`config.mk`:
```
export PLATFORM = sky130hd
export DESIGN_NAME = byte_isa_execute_unit
export DESIGN_NICKNAME = d
export VERILOG_FILES = /design/src/rtl/exec_pkg.sv /design/src/rtl/byte_isa_execute_unit.sv
export SDC_FILE = /design/constraint.sdc
export NUM_CORES = 2
export LEC_CHECK = 0
export BUFFER_PORTS_ARGS = -buffer_cell sky130_fd_sc_hd__buf_2
export CORE_AREA = 2 2 379 381
export CTS_CLUSTER_SIZE = 14
export DETAILED_ROUTE_END_ITERATION = 7
export DIE_AREA = 0 0 381 383
export PLACE_DENSITY = 0.6
export SYNTH_ARGS = -nofsm -noshare
export SYNTH_HDL_FRONTEND = slang
export SYNTH_SLANG_ARGS = --single-unit
```
`constraint.sdc`:
```
create_clock -name clock -period 10.1 [get_ports clock]
set_input_delay 2.02 -clock clock [delete_from_list [all_inputs] [get_ports clock]]
set_output_delay 2.02 -clock clock [all_outputs]
set_load 0.1 [all_outputs]
```
`src/rtl/exec_pkg.sv`:
```
package exec_pkg;
  // ==========================================================
  // register map (byte offsets)
  localparam logic [5:0] OFF_INSTR  = 6'h00;
  localparam logic [5:0] OFF_ACC    = 6'h04;
  localparam logic [5:0] OFF_STATUS = 6'h08;
  localparam logic [5:0] OFF_PC     = 6'h0C;
  localparam logic [5:0] OFF_ULATCH = 6'h10;
  localparam logic [5:0] OFF_STACK  = 6'h14;
  localparam logic [5:0] OFF_FADDR  = 6'h18;
  localparam logic [5:0] OFF_FDATA  = 6'h1C;
  localparam logic [5:0] OFF_WDOG   = 6'h20;
  // ==========================================================
  // status layout and reset values
  localparam int         STAT_STANDBY_BIT = 6;
  localparam logic [5:0] FLAGS_RST        = 6'h18;
  localparam int         ULATCH_HI        = 4;
  localparam int         ULATCH_LO        = 3;
  // ==========================================================
  // timing
  localparam int         WDOG_PRESC_DIV   = 256;
  // ==========================================================
  // opcode masks and matches
  localparam logic [13:0] M_HI8    = 14'h3F00;
  localparam logic [13:0] M_ALL    = 14'h3FFF;
  localparam logic [13:0] M_JUMP_ABSOLUTE   = 14'h3800;
  localparam logic [13:0] P_JUMP_ABSOLUTE   = 14'h2800;
  localparam logic [13:0] P_OR_LITERAL_ACC  = 14'h3800;
  localparam logic [13:0] P_XOR_LITERAL_ACC  = 14'h3A00;
  localparam logic [13:0] M_LOAD_LITERAL_ACC  = 14'h3C00;
  localparam logic [13:0] P_LOAD_LITERAL_ACC  = 14'h3000;
  localparam logic [13:0] P_RETURN_WITH_LITERAL  = 14'h3400;
  localparam logic [13:0] M_LITERAL_MINUS_ACC  = 14'h3E00;
  localparam logic [13:0] P_LITERAL_MINUS_ACC  = 14'h3C00;
  localparam logic [13:0] P_RETURN_IRQ = 14'h0009;
  localparam logic [13:0] P_RETURN = 14'h0008;
  localparam logic [13:0] P_SLEEP  = 14'h0063;
  localparam logic [13:0] M_STORE_ACC_REG  = 14'h3F80;
  localparam logic [13:0] P_STORE_ACC_REG  = 14'h0080;
  localparam logic [13:0] M_NOP    = 14'h3F9F;
  localparam logic [13:0] P_NOP    = 14'h0000;
  localparam logic [13:0] P_INCREMENT_REG   = 14'h0A00;
  localparam logic [13:0] P_OR_ACC_INTO_REG  = 14'h0400;
  localparam logic [13:0] P_COPY_REG   = 14'h0800;
  localparam logic [13:0] P_RLF    = 14'h0D00;
  localparam logic [13:0] P_RRF    = 14'h0C00;
  localparam logic [13:0] P_REG_MINUS_ACC  = 14'h0200;
  localparam logic [13:0] P_NIBBLE_EXCHANGE  = 14'h0E00;
  localparam logic [13:0] P_XOR_ACC_INTO_REG  = 14'h0600;

  typedef struct packed {
    logic irq_en;
    logic timeout;
    logic powerdown;
    logic zero;
    logic half_carry;
    logic carry;
  } flags_t;

  typedef enum logic [1:0] {
    ST_IDLE   = 2'b00,
    ST_ACK    = 2'b01,
    ST_SECOND = 2'b10
  } bus_state_t;

  typedef struct packed {
    logic [7:0] res;
    logic       wr_acc;
    logic       wr_file;
    logic       upd_z;
    logic       upd_c;
    logic       upd_dc;
    logic       c;
    logic       dc;
    logic       jump;
    logic       ret;
    logic       return_irq;
    logic       sleep;
    logic       two;
  } exec_t;
endpackage

```
`src/rtl/byte_isa_execute_unit.sv`:
```
// Design decisions made here: the address map and the Avalon-MM slave port.
`timescale 1ns/10ps
module byte_isa_execute_unit
  import exec_pkg::*;
#(
  parameter int STACK_DEPTH = 8
) (
  input  wire logic        clock,
  input  wire logic        rst_n,
  input  wire logic [5:0]  address,
  input  wire logic        read,
  input  wire logic        write,
  input  wire logic [3:0]  byteenable,
  input  wire logic [31:0] writedata,
  output logic      [31:0] readdata,
  output logic             waitrequest,
  output logic             standby,
  output logic             irq_enable
);
  localparam int SP_W = $clog2(STACK_DEPTH);

  // pointer wraps by width, so depth must be a power of two
  if (STACK_DEPTH < 2 || STACK_DEPTH > 64 || (STACK_DEPTH & (STACK_DEPTH - 1)) != 0) begin : g_bad_depth
    $error("STACK_DEPTH out of range");
  end

  // ==========================================================
  // helpers
  function automatic logic op_is(logic [13:0] op, logic [13:0] m, logic [13:0] p);
    return (op & m) == p;
  endfunction

  // a - b with borrow-free carry and half carry
  function automatic logic [9:0] sub8(logic [7:0] a, logic [7:0] b);
    logic [8:0] full;
    logic [4:0] half;
    full = {1'b0, a} - {1'b0, b};
    half = {1'b0, a[3:0]} - {1'b0, b[3:0]};
    return {~full[8], ~half[4], full[7:0]};
  endfunction

  // ==========================================================
  // state
  bus_state_t          state_q;
  logic [31:0]         rdata_q;
  logic                wait_q;
  logic [7:0]          acc_q;
  flags_t              flags_q;
  logic [12:0]         pc_q;
  logic [4:0]          ulatch_q;
  logic [12:0]         stack_q [STACK_DEPTH];
  logic [SP_W-1:0]     sp_q;
  logic [7:0]          file_q [128];
  logic [6:0]          faddr_q;
  logic [7:0]          wdog_q;
  logic [7:0]          presc_q;
  logic                standby_q;
  logic [13:0]         op_q;

  logic [13:0]         op;
  logic                wr_ok;
  logic                exe;
  logic [7:0]          fdat;
  logic [12:0]         head;
  exec_t               ex;
  logic [9:0]          sub_r;

  assign op    = writedata[13:0];
  assign wr_ok = (state_q == ST_ACK) && write && (byteenable[1:0] == 2'b11);
  assign exe   = wr_ok && (address == OFF_INSTR) && !standby_q;
  assign fdat  = file_q[op[6:0]];
  assign head  = stack_q[sp_q - SP_W'(1)];

  // ==========================================================
  // instruction decode and datapath
  always_comb begin
    ex    = '0;
    sub_r = '0;
    if (op_is(op, M_JUMP_ABSOLUTE, P_JUMP_ABSOLUTE)) begin
      ex.jump = 1'b1;
      ex.two  = 1'b1;
    end else if (op_is(op, M_HI8, P_OR_LITERAL_ACC)) begin
      ex.res    = acc_q | op[7:0];
      ex.wr_acc = 1'b1;
      ex.upd_z  = 1'b1;
    end else if (op_is(op, M_HI8, P_XOR_LITERAL_ACC)) begin
      ex.res    = acc_q ^ op[7:0];
      ex.wr_acc = 1'b1;
      ex.upd_z  = 1'b1;
    end else if (op_is(op, M_LOAD_LITERAL_ACC, P_LOAD_LITERAL_ACC)) begin
      ex.res    = op[7:0];
      ex.wr_acc = 1'b1;
    end else if (op_is(op, M_LOAD_LITERAL_ACC, P_RETURN_WITH_LITERAL)) begin
      ex.res    = op[7:0];
      ex.wr_acc = 1'b1;
      ex.ret    = 1'b1;
      ex.two    = 1'b1;
    end else if (op_is(op, M_LITERAL_MINUS_ACC, P_LITERAL_MINUS_ACC)) begin
      sub_r     = sub8(op[7:0], acc_q);
      ex.res    = sub_r[7:0];
      ex.wr_acc = 1'b1;
      {ex.c, ex.dc} = sub_r[9:8];
      {ex.upd_z, ex.upd_c, ex.upd_dc} = 3'h7;
    end else if (op_is(op, M_ALL, P_RETURN_IRQ)) begin
      ex.ret    = 1'b1;
      ex.return_irq = 1'b1;
      ex.two    = 1'b1;
    end else if (op_is(op, M_ALL, P_RETURN)) begin
      ex.ret = 1'b1;
      ex.two = 1'b1;
    end else if (op_is(op, M_ALL, P_SLEEP)) begin
      ex.sleep = 1'b1;
    end else if (op_is(op, M_STORE_ACC_REG, P_STORE_ACC_REG)) begin
      ex.res     = acc_q;
      ex.wr_file = 1'b1;
    end else if (op_is(op, M_HI8, P_INCREMENT_REG) || op_is(op, M_HI8, P_OR_ACC_INTO_REG)
                 || op_is(op, M_HI8, P_COPY_REG) || op_is(op, M_HI8, P_XOR_ACC_INTO_REG)
                 || op_is(op, M_HI8, P_REG_MINUS_ACC) || op_is(op, M_HI8, P_RLF)
                 || op_is(op, M_HI8, P_RRF) || op_is(op, M_HI8, P_NIBBLE_EXCHANGE)) begin
      // destination select for file operations
      ex.wr_acc  = !op[7];
      ex.wr_file = op[7];
      case (op[11:8])
        P_INCREMENT_REG[11:8]: begin
          ex.res   = fdat + 8'h01;
          ex.upd_z = 1'b1;
        end
        P_OR_ACC_INTO_REG[11:8]: begin
          ex.res   = fdat | acc_q;
          ex.upd_z = 1'b1;
        end
        P_COPY_REG[11:8]: begin
          ex.res   = fdat;
          ex.upd_z = 1'b1;
        end
        P_XOR_ACC_INTO_REG[11:8]: begin
          ex.res   = fdat ^ acc_q;
          ex.upd_z = 1'b1;
        end
        P_REG_MINUS_ACC[11:8]: begin
          sub_r  = sub8(fdat, acc_q);
          ex.res = sub_r[7:0];
          {ex.c, ex.dc} = sub_r[9:8];
          {ex.upd_z, ex.upd_c, ex.upd_dc} = 3'h7;
        end
        P_RLF[11:8]: begin
          ex.res   = {fdat[6:0], flags_q.carry};
          ex.c     = fdat[7];
          ex.upd_c = 1'b1;
        end
        P_RRF[11:8]: begin
          ex.res   = {flags_q.carry, fdat[7:1]};
          ex.c     = fdat[0];
          ex.upd_c = 1'b1;
        end
        default: begin
          ex.res = {fdat[3:0], fdat[7:4]};
        end
      endcase
    end
    // idle op and unlisted codes leave ex cleared
  end

  // ==========================================================
  // avalon slave handshake, second cycle of two-cycle ops
  always_ff @(posedge clock or negedge rst_n) begin
    if (!rst_n) begin
      state_q <= ST_IDLE;
      wait_q  <= 1'b1;
      rdata_q <= 32'h0000_0000;
    end else begin
      case (state_q)
        ST_IDLE: begin
          if (read || write) begin
            wait_q  <= 1'b0;
            state_q <= ST_ACK;
            case (address)
              OFF_INSTR:  rdata_q <= {18'h0_0000, op_q};
              OFF_ACC:    rdata_q <= {24'h00_0000, acc_q};
              OFF_STATUS: rdata_q <= {25'h000_0000, standby_q, flags_q};
              OFF_PC:     rdata_q <= {19'h0_0000, pc_q};
              OFF_ULATCH: rdata_q <= {27'h000_0000, ulatch_q};
              OFF_STACK:  rdata_q <= {19'h0_0000, head};
              OFF_FADDR:  rdata_q <= {25'h000_0000, faddr_q};
              OFF_FDATA:  rdata_q <= {24'h00_0000, file_q[faddr_q]};
              OFF_WDOG:   rdata_q <= {24'h00_0000, wdog_q};
              default:    rdata_q <= 32'h0000_0000;
            endcase
          end
        end
        ST_ACK: begin
          wait_q  <= 1'b1;
          state_q <= (exe && ex.two) ? ST_SECOND : ST_IDLE;
        end
        ST_SECOND: state_q <= ST_IDLE;
        default:   state_q <= ST_IDLE;
      endcase
    end
  end

  // ==========================================================
  // accumulator
  always_ff @(posedge clock or negedge rst_n) begin
    if (!rst_n) begin
      acc_q <= 8'h00;
    end else if (exe && ex.wr_acc) begin
      acc_q <= ex.res;
    end else if (wr_ok && address == OFF_ACC) begin
      acc_q <= writedata[7:0];
    end
  end

  // ==========================================================
  // status flags
  always_ff @(posedge clock or negedge rst_n) begin
    if (!rst_n) begin
      flags_q <= FLAGS_RST;
    end else if (exe) begin
      if (ex.upd_z) flags_q.zero <= (ex.res == 8'h00);
      if (ex.upd_c) flags_q.carry <= ex.c;
      if (ex.upd_dc) flags_q.half_carry <= ex.dc;
      if (ex.return_irq) flags_q.irq_en <= 1'b1;
      if (ex.sleep) begin
        flags_q.timeout   <= 1'b1;
        flags_q.powerdown <= 1'b0;
      end
    end else if (wr_ok && address == OFF_STATUS) begin
      flags_q <= writedata[5:0];
    end else if (wdog_q == 8'hFF && presc_q == 8'(WDOG_PRESC_DIV - 1)) begin
      flags_q.timeout <= 1'b0; // watchdog expired
    end
  end

  // ==========================================================
  // program counter and opcode capture
  always_ff @(posedge clock or negedge rst_n) begin
    if (!rst_n) begin
      pc_q <= 13'h0000;
      op_q <= 14'h0000;
    end else if (exe) begin
      op_q <= op;
      if (ex.jump) pc_q <= {ulatch_q[ULATCH_HI:ULATCH_LO], op[10:0]};
      else if (ex.ret) pc_q <= head;
      else pc_q <= pc_q + 13'h0001;
    end else if (wr_ok && address == OFF_PC) begin
      pc_q <= writedata[12:0];
    end
  end

  // ==========================================================
  // return stack: bus write pushes, return pops
  always_ff @(posedge clock or negedge rst_n) begin
    if (!rst_n) begin
      sp_q <= '0;
    end else if (exe && ex.ret) begin
      sp_q <= sp_q - SP_W'(1);
    end else if (wr_ok && address == OFF_STACK) begin
      sp_q <= sp_q + SP_W'(1);
    end
  end

  always_ff @(posedge clock) begin
    if (wr_ok && address == OFF_STACK && !exe) begin
      stack_q[sp_q] <= writedata[12:0];
    end
  end

  // ==========================================================
  // upper-address latch and file pointer
  always_ff @(posedge clock or negedge rst_n) begin
    if (!rst_n) begin
      ulatch_q <= 5'h00;
      faddr_q  <= 7'h00;
    end else if (wr_ok) begin
      if (address == OFF_ULATCH) ulatch_q <= writedata[4:0];
      if (address == OFF_FADDR) faddr_q <= writedata[6:0];
    end
  end

  // ==========================================================
  // data register file
  always_ff @(posedge clock) begin
    if (exe && ex.wr_file) begin
      file_q[op[6:0]] <= ex.res;
    end else if (wr_ok && address == OFF_FDATA) begin
      file_q[faddr_q] <= writedata[7:0];
    end
  end

  // ==========================================================
  // watchdog counter with prescaler
  always_ff @(posedge clock or negedge rst_n) begin
    if (!rst_n) begin
      wdog_q  <= 8'h00;
      presc_q <= 8'h00;
    end else if (exe && ex.sleep) begin
      wdog_q  <= 8'h00;
      presc_q <= 8'h00;
    end else if (presc_q == 8'(WDOG_PRESC_DIV - 1)) begin
      presc_q <= 8'h00;
      wdog_q  <= wdog_q + 8'h01;
    end else begin
      presc_q <= presc_q + 8'h01;
    end
  end

  // ==========================================================
  // standby: halts execution until status is written with bit 6 clear
  always_ff @(posedge clock or negedge rst_n) begin
    if (!rst_n) begin
      standby_q <= 1'b0;
    end else if (exe && ex.sleep) begin
      standby_q <= 1'b1;
    end else if (wr_ok && address == OFF_STATUS) begin
      standby_q <= writedata[STAT_STANDBY_BIT];
    end
  end

  assign readdata    = rdata_q;
  assign waitrequest = wait_q;
  assign standby     = standby_q;
  assign irq_enable  = flags_q.irq_en;

  // ==========================================================
  // checks
  AST_JUMP_TARGET: assert property (@(posedge clock) disable iff (!rst_n)
    exe && op_is(op, M_JUMP_ABSOLUTE, P_JUMP_ABSOLUTE) |=>
      pc_q == {$past(ulatch_q[4:3]), $past(writedata[10:0])})
    else $error("jump target wrong");
  AST_JUMP_TWO: assert property (@(posedge clock) disable iff (!rst_n)
    exe && op_is(op, M_JUMP_ABSOLUTE, P_JUMP_ABSOLUTE) |=>
      state_q == ST_SECOND && wait_q ##1 state_q == ST_IDLE)
    else $error("jump not two cycles");
  AST_OR_LIT: assert property (@(posedge clock) disable iff (!rst_n)
    exe && op_is(op, M_HI8, P_OR_LITERAL_ACC) |=>
      acc_q == ($past(acc_q) | $past(writedata[7:0]))
      && flags_q.zero == (acc_q == 8'h00) && flags_q.carry == $past(flags_q.carry))
    else $error("or literal wrong");
  AST_LOAD_FLAGS: assert property (@(posedge clock) disable iff (!rst_n)
    exe && op_is(op, M_LOAD_LITERAL_ACC, P_LOAD_LITERAL_ACC) |=>
      acc_q == $past(writedata[7:0]) && $stable(flags_q))
    else $error("load literal wrong");
  AST_IRQ_RETURN: assert property (@(posedge clock) disable iff (!rst_n)
    exe && op_is(op, M_ALL, P_RETURN_IRQ) |=>
      irq_enable && pc_q == $past(head) && sp_q == $past(sp_q) - SP_W'(1))
    else $error("irq return wrong");
  AST_STANDBY: assert property (@(posedge clock) disable iff (!rst_n)
    exe && op_is(op, M_ALL, P_SLEEP) |=>
      standby && flags_q.timeout && !flags_q.powerdown && wdog_q == 8'h00)
    else $error("standby entry wrong");
  AST_STORE: assert property (@(posedge clock) disable iff (!rst_n)
    exe && op_is(op, M_STORE_ACC_REG, P_STORE_ACC_REG) |=>
      file_q[$past(writedata[6:0])] == $past(acc_q) && $stable(flags_q))
    else $error("store accumulator wrong");
  AST_IDLE_OP: assert property (@(posedge clock) disable iff (!rst_n)
    exe && op_is(op, M_NOP, P_NOP) |=>
      $stable(acc_q) && $stable(flags_q) && pc_q == $past(pc_q) + 13'h0001)
    else $error("idle op changed state");
  AST_RLF: assert property (@(posedge clock) disable iff (!rst_n)
    exe && op_is(op, M_HI8, P_RLF) && !op[7] |=>
      acc_q == {$past(fdat[6:0]), $past(flags_q.carry)} && flags_q.carry == $past(fdat[7]))
    else $error("rotate left wrong");
endmodule

```
==> flow_summary.rst <==
.. list-table::
   :header-rows: 1

   * - Metric
     - Value
   * - Gr usage total
     - 25.1%
   * - DIE WIDTH
     - between 300 and 400 microns
   * - Overall via count from detail_route
     - around 36000
   * - Max-cap check violation count
     - 0
   * - Critical path launch point type
     - input port
   * - GP Congestion
     - approximately 0.95
   * - Period utilization
     - 80.6%
   * - Top cell type by total area after synthesis
     - sky130_fd_sc_hd__edfxtp_1
   * - Starting Density
     - between 40% and 50%
   * - Global-route wire length before repair
     - approximately 260 mm
   * - Sum of net half-perimeters after detailed placement
     - ~120 mm
   * - Post-CTS sizing
     - 0
   * - Hold Crit Start
     - op_q[13]$_DFFE_PN0P_
   * - Deepest clock path buffer count
     - 3
   * - Beginning of the worst register-to-register path
     - file_q[46][1]$_DFFE_PP_
   * - Placed cells
     - between 5000 and 6000
   * - Netlist area before placement
     - roughly 59000 sq um
   * - Worst EP required
     - 10.53 ns
   * - Worst vdd rail ir drop
     - between 0.15 and 0.2 mV
   * - Highest attainable clock frequency
     - 123 MHz
   * - Largest fanout on the critical path
     - 80
   * - Result of the run
     - completed
   * - Cell row count
     - about 140
   * - Total Wirelength
     - 184 mm
   * - Hold Slack
     - ~0.47 ns
   * - DRT iter0 DRCs
     - around 4300
   * - Post-route clock skew
     - 0.0230 ns
   * - Cell variety after synth
     - ~90
   * - Number of enable-type register cells in the synthesized netlist
     - about 1100
   * - Pwr per Cell Area
     - between 150 and 200 nW/um^2
   * - NetSw
     - 0.00273 W
   * - Crit path DAT
     - between 8 and 9 ns
   * - Ant diodes
     - 0
   * - Number of CTS-inserted buffers
     - between 100 and 150
   * - Most common cell in the netlist
     - sky130_fd_sc_hd__edfxtp_1
   * - Number of routed nets with antenna violations
     - 0
   * - Sequential-to-total area share from yosys stat
     - 61.0%
   * - Net count, final
     - 3627
   * - #FFs+latches synth
     - 1218
   * - Core region area
     - roughly 140000 sq um
   * - Buffer count from post-CTS setup fixing
     - 0
   * - Die Ht
     - 383 microns
   * - Final worst path period need
     - 8.14 ns
   * - TritonRoute pass-1 iters
     - 7
   * - Post-synthesis cell count
     - between 3000 and 4000
   * - Final Instance Count excl. Fillers
     - between 5000 and 6000
   * - Via density per instance
     - approximately 6.4
   * - Fill count
     - 12200
   * - Final count of negative-setup-slack endpoints
     - 0
   * - Leakage power summed over all cells
     - ~21 nW
   * - Area Growth Syn to Fin
     - 11.3%
   * - Number of warnings printed during yosys synthesis
     - 0
   * - HP Class
     - flip-flop to flip-flop
   * - Clock root buffer
     - sky130_fd_sc_hd__clkbuf_16
   * - Startpoint of the most critical setup path
     - writedata[0]
   * - Final slew viol count
     - 0
   * - Relative contribution of sequential cells to total power
     - 49.3%
   * - Overall overflow remaining after global route
     - 0
   * - Dominant cells by area after synthesis
     - sky130_fd_sc_hd__edfxtp_1, sky130_fd_sc_hd__mux4_2, sky130_fd_sc_hd__dfrtp_1
   * - Final hold violation count
     - 0
   * - Insertion delay to the later sink of the worst-skew pair
     - roughly 0.76 ns
   * - Final total power
     - ~0.011 W
   * - Per-cell routed wire length
     - ~33 microns
   * - Full die area
     - approximately 150000 sq um
   * - Count of clock tree sinks
     - approximately 1200
   * - Element type at the critical path end
     - flip-flop
   * - Unrepaired setup endpoints after global routing
     - false
   * - Worst Setup Path Type
     - input port to flip-flop
   * - Via count of the first global-routing pass
     - 35100
   * - I/O pin count
     - a little over 80
   * - Post-synthesis average cell area
     - between 15 and 20 sq um
   * - Post-route setup TNS
     - 0 ns
   * - Fraction of layout cells with a size suffix above 1
     - 26.2%
   * - Share of power burned in combinational logic
     - approximately a tenth
   * - H-tree lvl count
     - 4
   * - Sw Share
     - 24.0%
   * - Predominant post-synthesis flop cell
     - sky130_fd_sc_hd__edfxtp_1
   * - Port Buf Inserts
     - between 40 and 50
   * - Antenna violations before repair
     - 10
   * - Total internal power
     - between 0.008 and 0.009 W
   * - Maximum number of pins on one net before global-route repair
     - about 130
   * - Clock share of power
     - just over 40%
   * - Share of flip-flops with an asynchronous set or reset
     - about 7.4%
   * - Post-route DRC violation count
     - 0
   * - Top cells by count, synth
     - sky130_fd_sc_hd__edfxtp_1, sky130_fd_sc_hd__mux4_2, sky130_fd_sc_hd__nor2_1, sky130_fd_sc_hd__nand2_1, sky130_fd_sc_hd__mux2i_1
   * - Total of hold buffers inserted after clock tree synthesis
     - 0
   * - CTS tree
     - done
   * - Synth top area share
     - about 57%
   * - Pin slew with the least headroom to its limit
     - 1.32 ns
   * - Clock-pin slew reported for the worst setup and hold paths after clock tree synthesis
     - ~0.06 ns
   * - Slew headroom
     - a little under an eighth
## final timing paths
| path | cells past startpoint | endpoint | slack [ns] |
|---|---|---|---|
| worst max register to register | 16 | file_q[47][1]$_DFFE_PP_ | 3.77 |
| max in group asynchronous | 2 | faddr_q[3]$_DFFE_PN0P_ | 7.75 |
| worst min-delay path | 2 | op_q[13]$_DFFE_PN0P_ | 0.47 |
| min in group asynchronous | 1 | readdata[10]$_DFFE_PN0P_ | 1.26 |
| worst min register to register | 2 | op_q[13]$_DFFE_PN0P_ | 0.47 |
| worst max-delay path | 18 | file_q[47][1]$_DFFE_PP_ | 1.96 |
## cell usage in the layout (no fill, tap or decap), types with 9 or more instances in the layout
master and n:
sky130_fd_sc_hd__clkinv_1 32, sky130_fd_sc_hd__buf_4 109, sky130_fd_sc_hd__xor2_1 17, sky130_fd_sc_hd__mux2i_1 183, sky130_fd_sc_hd__a211oi_1 9, sky130_fd_sc_hd__nand2_1 194
sky130_fd_sc_hd__a22oi_1 87, sky130_fd_sc_hd__mux2_2 14, sky130_fd_sc_hd__dfrtp_1 82, sky130_fd_sc_hd__mux4_2 554, sky130_fd_sc_hd__conb_1 18, sky130_fd_sc_hd__ha_1 39
sky130_fd_sc_hd__inv_1 37, sky130_fd_sc_hd__clkinv_2 12, sky130_fd_sc_hd__buf_12 15, sky130_fd_sc_hd__and2_1 10, sky130_fd_sc_hd__xnor2_1 22, sky130_fd_sc_hd__and3_1 15
sky130_fd_sc_hd__clkbuf_16 139, sky130_fd_sc_hd__clkbuf_1 41, sky130_fd_sc_hd__a221oi_1 11, sky130_fd_sc_hd__nand2b_1 15, sky130_fd_sc_hd__a22o_1 22, sky130_fd_sc_hd__nor2b_1 14
sky130_fd_sc_hd__nor2_1 233, sky130_fd_sc_hd__a222oi_1 11, sky130_fd_sc_hd__nor3_1 32, sky130_fd_sc_hd__o21ai_0 107, sky130_fd_sc_hd__o31ai_1 11, sky130_fd_sc_hd__o211ai_1 10
sky130_fd_sc_hd__nand4_1 27, sky130_fd_sc_hd__or2_2 9, sky130_fd_sc_hd__edfxtp_1 1128, sky130_fd_sc_hd__a21oi_1 85, sky130_fd_sc_hd__a31oi_1 22, sky130_fd_sc_hd__buf_2 37
sky130_fd_sc_hd__nand3_1 57
## state kept, by name (all words and copies together), names as in the netlist, 7 cells and up
register and count:
file_q 1024, presc_q 8, faddr_q 7, wdog_q 8
pc_q 13, readdata 14, acc_q 8, op_q 14
stack_q 104
## final cells by class
cell class              count  area (sq um)  area share [%]
clock inverters            56           494           0.750
flip-flops and latches   1218         36100            54.8
well taps                1903          2380            3.61
repair buffers            164          1340            2.04
multi-input cells        1977         21800            33.0
clock buffers             180          3630            5.51
inverters                  45           170           0.258
## metal layers
layer  up-vias  track usage (%)  routed length, microns
met5         -                0                      45
met4         6             11.1                    8660
met3       381             5.57                   17800
met2      1962             39.0                   85600
met1     18800             34.0                   71600
li1      14500                -                       -
## through the flow
step | util, % | setup slack (ns) | cell area, sq um
6_report | 46.3 | 1.96 | 65900
5_1_grt | 46.3 | 1.56 | 65900
4_1_cts | 46.3 | 2.10 | 65900
3_5_place_dp | 43.4 | 1.30 | 61800
3_3_place_gp | 43.4 | 1.38 | 61800
2_1_floorplan | - | 0.398 | 59300
## critical path: stages
cell	delay [ns]
sky130_fd_sc_hd__buf_8	0.55
sky130_fd_sc_hd__buf_4	0.40
sky130_fd_sc_hd__mux4_2	0.54
sky130_fd_sc_hd__a22oi_1	0.19
sky130_fd_sc_hd__a21oi_1	0.24
sky130_fd_sc_hd__or3_1	0.52
sky130_fd_sc_hd__o22ai_1	0.50
sky130_fd_sc_hd__inv_1	0.25
sky130_fd_sc_hd__fa_1	0.54
sky130_fd_sc_hd__inv_1	0.04
sky130_fd_sc_hd__a21oi_1	0.14
sky130_fd_sc_hd__a31oi_1	0.06
sky130_fd_sc_hd__o22a_1	0.22
sky130_fd_sc_hd__o31ai_1	0.08
sky130_fd_sc_hd__a221o_1	0.18
sky130_fd_sc_hd__a21oi_1	0.14
sky130_fd_sc_hd__a21oi_4	0.97
sky130_fd_sc_hd__buf_4	0.78
## logic make-up after synthesis
family | share of synthesized area, %
other | 0.00633
adder cells (fa/ha/maj) | 0.891
AND/OR/NAND/NOR | 5.10
flip-flops | 61.0
buffers and inverters | 2.64
AO/OA/AOI/OAI | 5.29
XOR/XNOR | 0.577
multiplexers | 24.5
## power by group through the flow
stage	sequential (W)	combinational, W	clock [W]
4_1_cts	0.00561	0.00106	0.00476
3_3_place_gp	0.00571	0.00105	0
2_1_floorplan	0.00574	0.000657	0
6_report	0.00561	0.00107	0.00470
5_1_grt	0.00561	0.00112	0.00494
3_5_place_dp	0.00571	0.00106	0
Power figures use the tool's default switching activity.
